===== config.mk =====
export PLATFORM = sky130hd
export DESIGN_NAME = sleep_clock_ctrl
export DESIGN_NICKNAME = d
export VERILOG_FILES = /design/src/include/sleep_ctrl_pkg.sv /design/src/core/sleep_clock_ctrl.sv /design/src/core/sleep_gate_map.sv
export SDC_FILE = /design/constraint.sdc
export NUM_CORES = 1
export LEC_CHECK = 0
export ABC_AREA = 1
export BUFFER_PORTS_ARGS = -buffer_cell sky130_fd_sc_hd__buf_2
export CORE_MARGIN = 8
export CORE_UTILIZATION = 47
export DETAILED_ROUTE_END_ITERATION = 8
export GPL_TIMING_DRIVEN = 0
export PLACE_DENSITY = 0.71
export SLEW_MARGIN = 30
export SYNTH_ARGS = -nofsm -noshare
export SYNTH_HDL_FRONTEND = slang
export SYNTH_SLANG_ARGS = --single-unit
export TNS_END_PERCENT = 1

===== constraint.sdc =====
create_clock -name CLK -period 1.51 [get_ports CLK]
set_input_delay 0.2265 -clock CLK [delete_from_list [all_inputs] [get_ports CLK]]
set_output_delay 0.2265 -clock CLK [all_outputs]
set_load 0.005 [all_outputs]

===== src/include/sleep_ctrl_pkg.sv =====
// Package: sleep-mode clock gating constants and types
`default_nettype none
package sleep_ctrl_pkg;

   // ---------------------------------------------------------------
   // Mode encoding
   // ---------------------------------------------------------------
   typedef enum logic [1:0]
   {
      MODE_IDLE      = 2'h0,
      MODE_ADC_QUIET = 2'h1,
      MODE_PWR_DOWN  = 2'h2,
      MODE_PWR_SAVE  = 2'h3
   } sleep_mode_t;

   // ---------------------------------------------------------------
   // Controller states, one-hot
   // ---------------------------------------------------------------
   typedef enum logic [2:0]
   {
      ST_RUN   = 3'h1,
      ST_SLEEP = 3'h2,
      ST_WAKE  = 3'h4
   } sleep_state_t;

   // ---------------------------------------------------------------
   // Clock enables, one bit per gated domain
   // ---------------------------------------------------------------
   typedef struct packed
   {
      logic core;
      logic memory;
      logic timers;
      logic serial;
      logic irq;
      logic adc;
      logic main_osc;
      logic async_tmr;
   } clk_en_t;

   localparam clk_en_t CLK_EN_RESET = 8'hff;
   localparam logic [1:0] MODE_RESET = 2'h0;
   // Minimum time, in ns, the core clock stays off after wakeup so domains restart first
   localparam int WAKE_SETTLE_NS = 20;
   localparam int CLK_PERIOD_NS = 10;
   localparam logic [1:0] WAKE_CYCLES = 2'((WAKE_SETTLE_NS + CLK_PERIOD_NS - 1) / CLK_PERIOD_NS);

endpackage
`default_nettype wire


===== src/core/sleep_clock_ctrl.sv =====
// Sleep-mode clock gating controller
// Summary of operation
// - Four software-selectable sleep modes
// - Idle stops core, keeps memory, timers, serial
// - Power-down keeps all register and memory contents
// - Power-down stops oscillator; interrupt or reset wakes
// - Power-save keeps asynchronous timer running
// - ADC quiet mode keeps only converter, main oscillator, async timer, interrupts
`timescale 1ns/1ps
`default_nettype none
module sleep_clock_ctrl
(
   input  wire logic                    CLK,
   input  wire logic                    RESET,
   input  wire logic                    SLEEP_ENABLE,
   input  wire logic [1:0]              MODE_SELECT,
   input  wire logic                    SLEEP_REQUEST,
   input  wire logic                    WAKE_IRQ,
   output var sleep_ctrl_pkg::clk_en_t  CLOCK_ENABLE,
   output logic                         ASLEEP,
   output logic [1:0]                   ACTIVE_MODE
);
   import sleep_ctrl_pkg::*;

   // ---------------------------------------------------------------
   // Declarations
   // ---------------------------------------------------------------
   logic         irq_meta;
   logic         irq_sync;
   sleep_state_t state;
   sleep_state_t next_state;
   logic [1:0]   mode;
   logic [1:0]   next_mode;
   logic [1:0]   wake_cnt;
   logic [1:0]   next_wake_cnt;
   clk_en_t      sleep_en;
   clk_en_t      wake_en;
   clk_en_t      next_en;

   // ---------------------------------------------------------------
   // Input synchroniser for the wake interrupt (asynchronous source)
   // ---------------------------------------------------------------
   // Nothing but the second stage reads the first, which may be metastable
   always_ff @(posedge CLK or posedge RESET)
   begin
      if (RESET)
      begin
         irq_meta <= 1'b0;
      end
      else
      begin
         irq_meta <= WAKE_IRQ;
      end
   end

   always_ff @(posedge CLK or posedge RESET)
   begin
      if (RESET)
      begin
         irq_sync <= 1'b0;
      end
      else
      begin
         irq_sync <= irq_meta;
      end
   end

   // ---------------------------------------------------------------
   // Request and wake decode
   // ---------------------------------------------------------------
   // A pending wake refuses entry, so an interrupt is never slept through
   wire running = (state == ST_RUN);
   wire waking  = (state == ST_WAKE);
   wire enter   = SLEEP_ENABLE & SLEEP_REQUEST & ~irq_sync;
   wire take    = running & enter;
   wire wake    = irq_sync;
   wire settled = (wake_cnt == WAKE_CYCLES);

   // ---------------------------------------------------------------
   // Mode latch
   // ---------------------------------------------------------------
   // Mode is latched at entry so a change during sleep has no effect
   assign next_mode = take ? MODE_SELECT : mode;

   always_ff @(posedge CLK or posedge RESET)
   begin
      if (RESET)
      begin
         mode <= MODE_RESET;
      end
      else
      begin
         mode <= next_mode;
      end
   end

   // ---------------------------------------------------------------
   // Mode to clock-enable map
   // ---------------------------------------------------------------
   // The map reads the mode being latched, so the first sleep cycle is right
   sleep_gate_map u_map
   (
      .mode (next_mode),
      .en   (sleep_en)
   );

   // ---------------------------------------------------------------
   // State machine
   // ---------------------------------------------------------------
   // Only an interrupt or a hardware reset leaves sleep
   always_comb
   begin
      next_state = state;
      case (state)
         ST_RUN:
         begin
            if (take)
            begin
               next_state = ST_SLEEP;
            end
         end
         ST_SLEEP:
         begin
            if (wake)
            begin
               next_state = ST_WAKE;
            end
         end
         ST_WAKE:
         begin
            if (settled)
            begin
               next_state = ST_RUN;
            end
         end
         default:
         begin
            next_state = ST_RUN;
         end
      endcase
   end

   always_ff @(posedge CLK or posedge RESET)
   begin
      if (RESET)
      begin
         state <= ST_RUN;
      end
      else
      begin
         state <= next_state;
      end
   end

   // ---------------------------------------------------------------
   // Wake settle counter
   // ---------------------------------------------------------------
   // Counts only in the wake state, so two bits never wrap
   assign next_wake_cnt = waking ? wake_cnt + 2'h1 : 2'h0;

   always_ff @(posedge CLK or posedge RESET)
   begin
      if (RESET)
      begin
         wake_cnt <= 2'h0;
      end
      else
      begin
         wake_cnt <= next_wake_cnt;
      end
   end

   // ---------------------------------------------------------------
   // Clock enables
   // ---------------------------------------------------------------
   // Core waits while the other domains restart
   always_comb
   begin
      wake_en      = CLK_EN_RESET;
      wake_en.core = 1'b0;
   end

   // Gating only removes clocks; no domain is reset, so contents survive
   always_comb
   begin
      next_en = CLOCK_ENABLE;
      case (next_state)
         ST_RUN:
         begin
            next_en = CLK_EN_RESET;
         end
         ST_SLEEP:
         begin
            next_en = sleep_en;
         end
         ST_WAKE:
         begin
            next_en = wake_en;
         end
         default:
         begin
            next_en = CLK_EN_RESET;
         end
      endcase
   end

   always_ff @(posedge CLK or posedge RESET)
   begin
      if (RESET)
      begin
         CLOCK_ENABLE <= CLK_EN_RESET;
      end
      else
      begin
         CLOCK_ENABLE <= next_en;
      end
   end

   // ---------------------------------------------------------------
   // Outputs
   // ---------------------------------------------------------------
   // ASLEEP covers the wake state too, until the core clock returns
   assign ASLEEP      = ~running;
   assign ACTIVE_MODE = mode;
endmodule
`default_nettype wire


===== src/core/sleep_gate_map.sv =====
// Mode to clock-enable map used during sleep
`timescale 1ns/1ps
`default_nettype none
module sleep_gate_map
(
   input  wire logic [1:0]              mode,
   output wire sleep_ctrl_pkg::clk_en_t  en
);
   import sleep_ctrl_pkg::*;

   wire sleep_mode_t m = sleep_mode_t'(mode);
   wire is_idle = (m == MODE_IDLE);
   wire is_adc  = (m == MODE_ADC_QUIET);
   wire is_save = (m == MODE_PWR_SAVE);

   assign en.core      = 1'b0;
   assign en.memory    = is_idle;
   assign en.timers    = is_idle;
   assign en.serial    = is_idle;
   // Interrupt logic stays alive in every mode so wakeup remains possible
   assign en.irq       = 1'b1;
   assign en.adc       = is_adc;
   assign en.main_osc  = is_idle | is_adc;
   assign en.async_tmr = is_save | is_adc | is_idle;
endmodule
`default_nettype wire


==> impl_metrics.csv <==
group,metric,value,unit
run_status,status,"finished, final reports clean",
sta,rsz0062_at_grt,"false",
die,rows,13,
clock_network,htreeDepth,1,
die,io-pin-count,18,
place,hpwlAfterDp,873,um
pwr,total_power,796,uW
route,wl,1.04,mm
die,die_h,52.2,um
synth,synth_top_flop_cell,"dfrtp_1",
sta,whs,61.6,ps
sta,maxSlewHeadroom,66.4,%
synth,synth.distinct_cells,17,
place,io_buffers,16,
finish,final_util,60.6,%
route,via_per_inst,4.46,
sta,fin_tns_setup,0,ps
sta,hold_viol_final,0,
worst_setup_path,critPathMaxFanout,3,
sta,period_minus_slack,1310,ps
worst_setup_path,r2r_end,"CLOCK_ENABLE[0]",
clock_network,cts_root_buf,"clkbuf_4",
clock_network,clk_path_buf_depth,2,
sta,fmax,0.766,GHz
synth,seq_area_frac_synth,58.2,%
synth,postSynth.asyncResetShare,100,%
worst_hold_path,min_from,"WAKE_IRQ",
sta,post-route-period-util,86.4,%
synth,ys_warn_count,0,
synth,synth_common_cells,"nand2_1, dfrtp_1, inv_1, dfstp_2, nand3_1",
worst_setup_path,r2r_cells,5,
clock_network,cts_hold_buf,1,
route,drc_errors,0,
sta,setup_viol,0,
global_routing,grt.overflow.total,0,
finish,drive_gt1_share,48.8,%
worst_hold_path,holdPathEnd,"irq_meta",
clock_network,clkLatencyLatePin,260,ps
worst_setup_path,rrSetupSlack,340,ps
die,start_util,49.1,%
place,dp.cells,94,
pwr,powerDensity,1050,nW/um^2
finish,diodes,0,
synth,synth_area_per_cell,9.75,um^2
finish,nFillCells,111,
clock_network,cts_resized,0,
route,route.antenna.remaining_nets,0,
clock_network,numClockSinks,14,
clock_network,cts_tree,"yes",
synth,synthesis.area,614,um^2
synth,synth_fp_nets,71,
synth,synthTopCellsByArea,"dfrtp_1, dfstp_2, nand2_1",
synth,yosysTopAreaCell,"dfrtp_1",
place,gp_congestion,0.729,
worst_setup_path,worstReg2RegStart,"state[0]",
worst_hold_path,hold_path_class,"in -> reg",
synth,synth_top_area_share,32.6,%
pwr,peakVddDrop,0.000651,V
sta,fin_skew,0.454,ps
die,core,1250,um^2
synth,syn_inst,63,
job,maxCapViolCount,0,
worst_setup_path,cp.arrival,1080,ps
synth,synth_most_common_cell,"nand2_1",
worst_setup_path,worstPathRequired,1280,ps
worst_setup_path,end_kind,"primary output",
global_routing,grt_pass1_wl,1.68,mm
route,first_pass_iters,2,
global_routing,antenna_found_initial,0,
die,die_area,2720,um^2
finish,fin_cells,99,
clock_network,clkTransAtPathRegs,80,ps
finish,fin_nets,93,
global_routing,grt_pass1_vias,415,
route,num_vias,442,
worst_setup_path,path_class,"reg -> out",
clock_network,post-cts-setup-buffers,0,
pwr,power.leakage,0.000392,uW
route,routedWlPerCell,10.5,um
sta,tightest_slew,504,ps
clock_network,cts_buffers,3,
route,drt_iter0_drc,7,
finish,regArea,358,um^2
global_routing,grtUsageTotal,8.04,%
global_routing,grt_max_degree,15,
worst_setup_path,critPathLaunchType,"flop",
finish,area_delta_synth_final,23.6,%
sta,drv_slew,0,
die,die_x,52.2,um
synth,synth_edf_count,0,
worst_hold_path,hold_path_depth,1,
finish,multi_input_comb_area,196,um^2
synth,synth_seq_cells,14,
==> where the power goes <==
group          leakage (uW)  switching [uW]  internal (uW)
Clock             0.0000210             111            146
Sequential         0.000167            13.8            404
Combinational      0.000204            69.0           51.8
Total              0.000392             194            602
==> state kept, by name, summed over array words and instances, names as in the netlist <==
signal,flops
wake_cnt,2
ACTIVE_MODE,2
CLOCK_ENABLE,5
state,3
irq_sync,1
irq_meta,1
==> cells by family (layout without fill, tap and decap cells) <==
family	count (synthesis)	after routing	share of synthesized area, %
flip-flops	14	14	58.2
other	1	1	0.610
adder cells (fa/ha/maj)	1	1	2.04
buffers and inverters	13	34	9.78
AND/OR/NAND/NOR	32	32	25.9
AO/OA/AOI/OAI	2	2	3.46
==> final cells by class <==
cell class | count | share of cell area (%)
Sequential cell | 14 | 47.1
Multi-Input combinational cell | 36 | 25.9
Timing Repair Buffer | 17 | 11.9
Inverter | 10 | 4.94
Clock buffer | 4 | 4.78
Buffer | 3 | 2.97
Tap cell | 15 | 2.47
==> cells in the final DEF (no fill, tap or decap) <==
master / synthesis / final
buf_2: 0 / 16
nand2_1: 15 / 15
dfrtp_1: 8 / 8
inv_1: 7 / 7
dfstp_2: 6 / 6
nand3_1: 6 / 6
nor2_1: 4 / 4
inv_2: 3 / 3
buf_4: 3 / 3
clkbuf_4: 0 / 3
nand2_2: 2 / 2
nor2_2: 2 / 2
nor2_4: 1 / 1
nand2_4: 1 / 1
nand3_2: 1 / 1
o21ai_2: 1 / 1
o22ai_2: 1 / 1
ha_1: 1 / 1
conb_1: 1 / 1
clkbuf_8: 0 / 1
dlygate4sd3_1: 0 / 1
==> stage by stage <==
stage	worst slack, ps	area (um^2)
after global routing	156	759
after detailed placement	348	713
final	205	759
after CTS	195	759
after global placement	374	713
after floorplan	457	614
==> routing by layer <==
layer / vias to the layer above / global-route usage (%) / part of all wire [%]
met2: 9 / 14.0 / 48
met5: - / 0 / 0
met4: 0 / 3.88 / 1.2
li1: 231 / - / -
met3: 2 / 2.85 / 8.6
met1: 200 / 8.38 / 42
==> how the worst max path moves through the flow <==
stage | startpoint | end | slack [ps] | depth (start not counted)
after floorplan | state[0] | CLOCK_ENABLE[0] | 460 | 5
after global placement | state[0] | CLOCK_ENABLE[0] | 370 | 5
after detailed placement | state[0] | CLOCK_ENABLE[0] | 350 | 5
after CTS | state[0] | ASLEEP | 190 | 2
after global routing | state[0] | ASLEEP | 160 | 2
final | state[0] | ASLEEP | 200 | 2
==> worst max-delay path: stages, from the launching register on <==
cell and delay (ps):
dfstp_2 550, nand3_1 110, buf_2 150
Power figures use the tool's default switching activity.
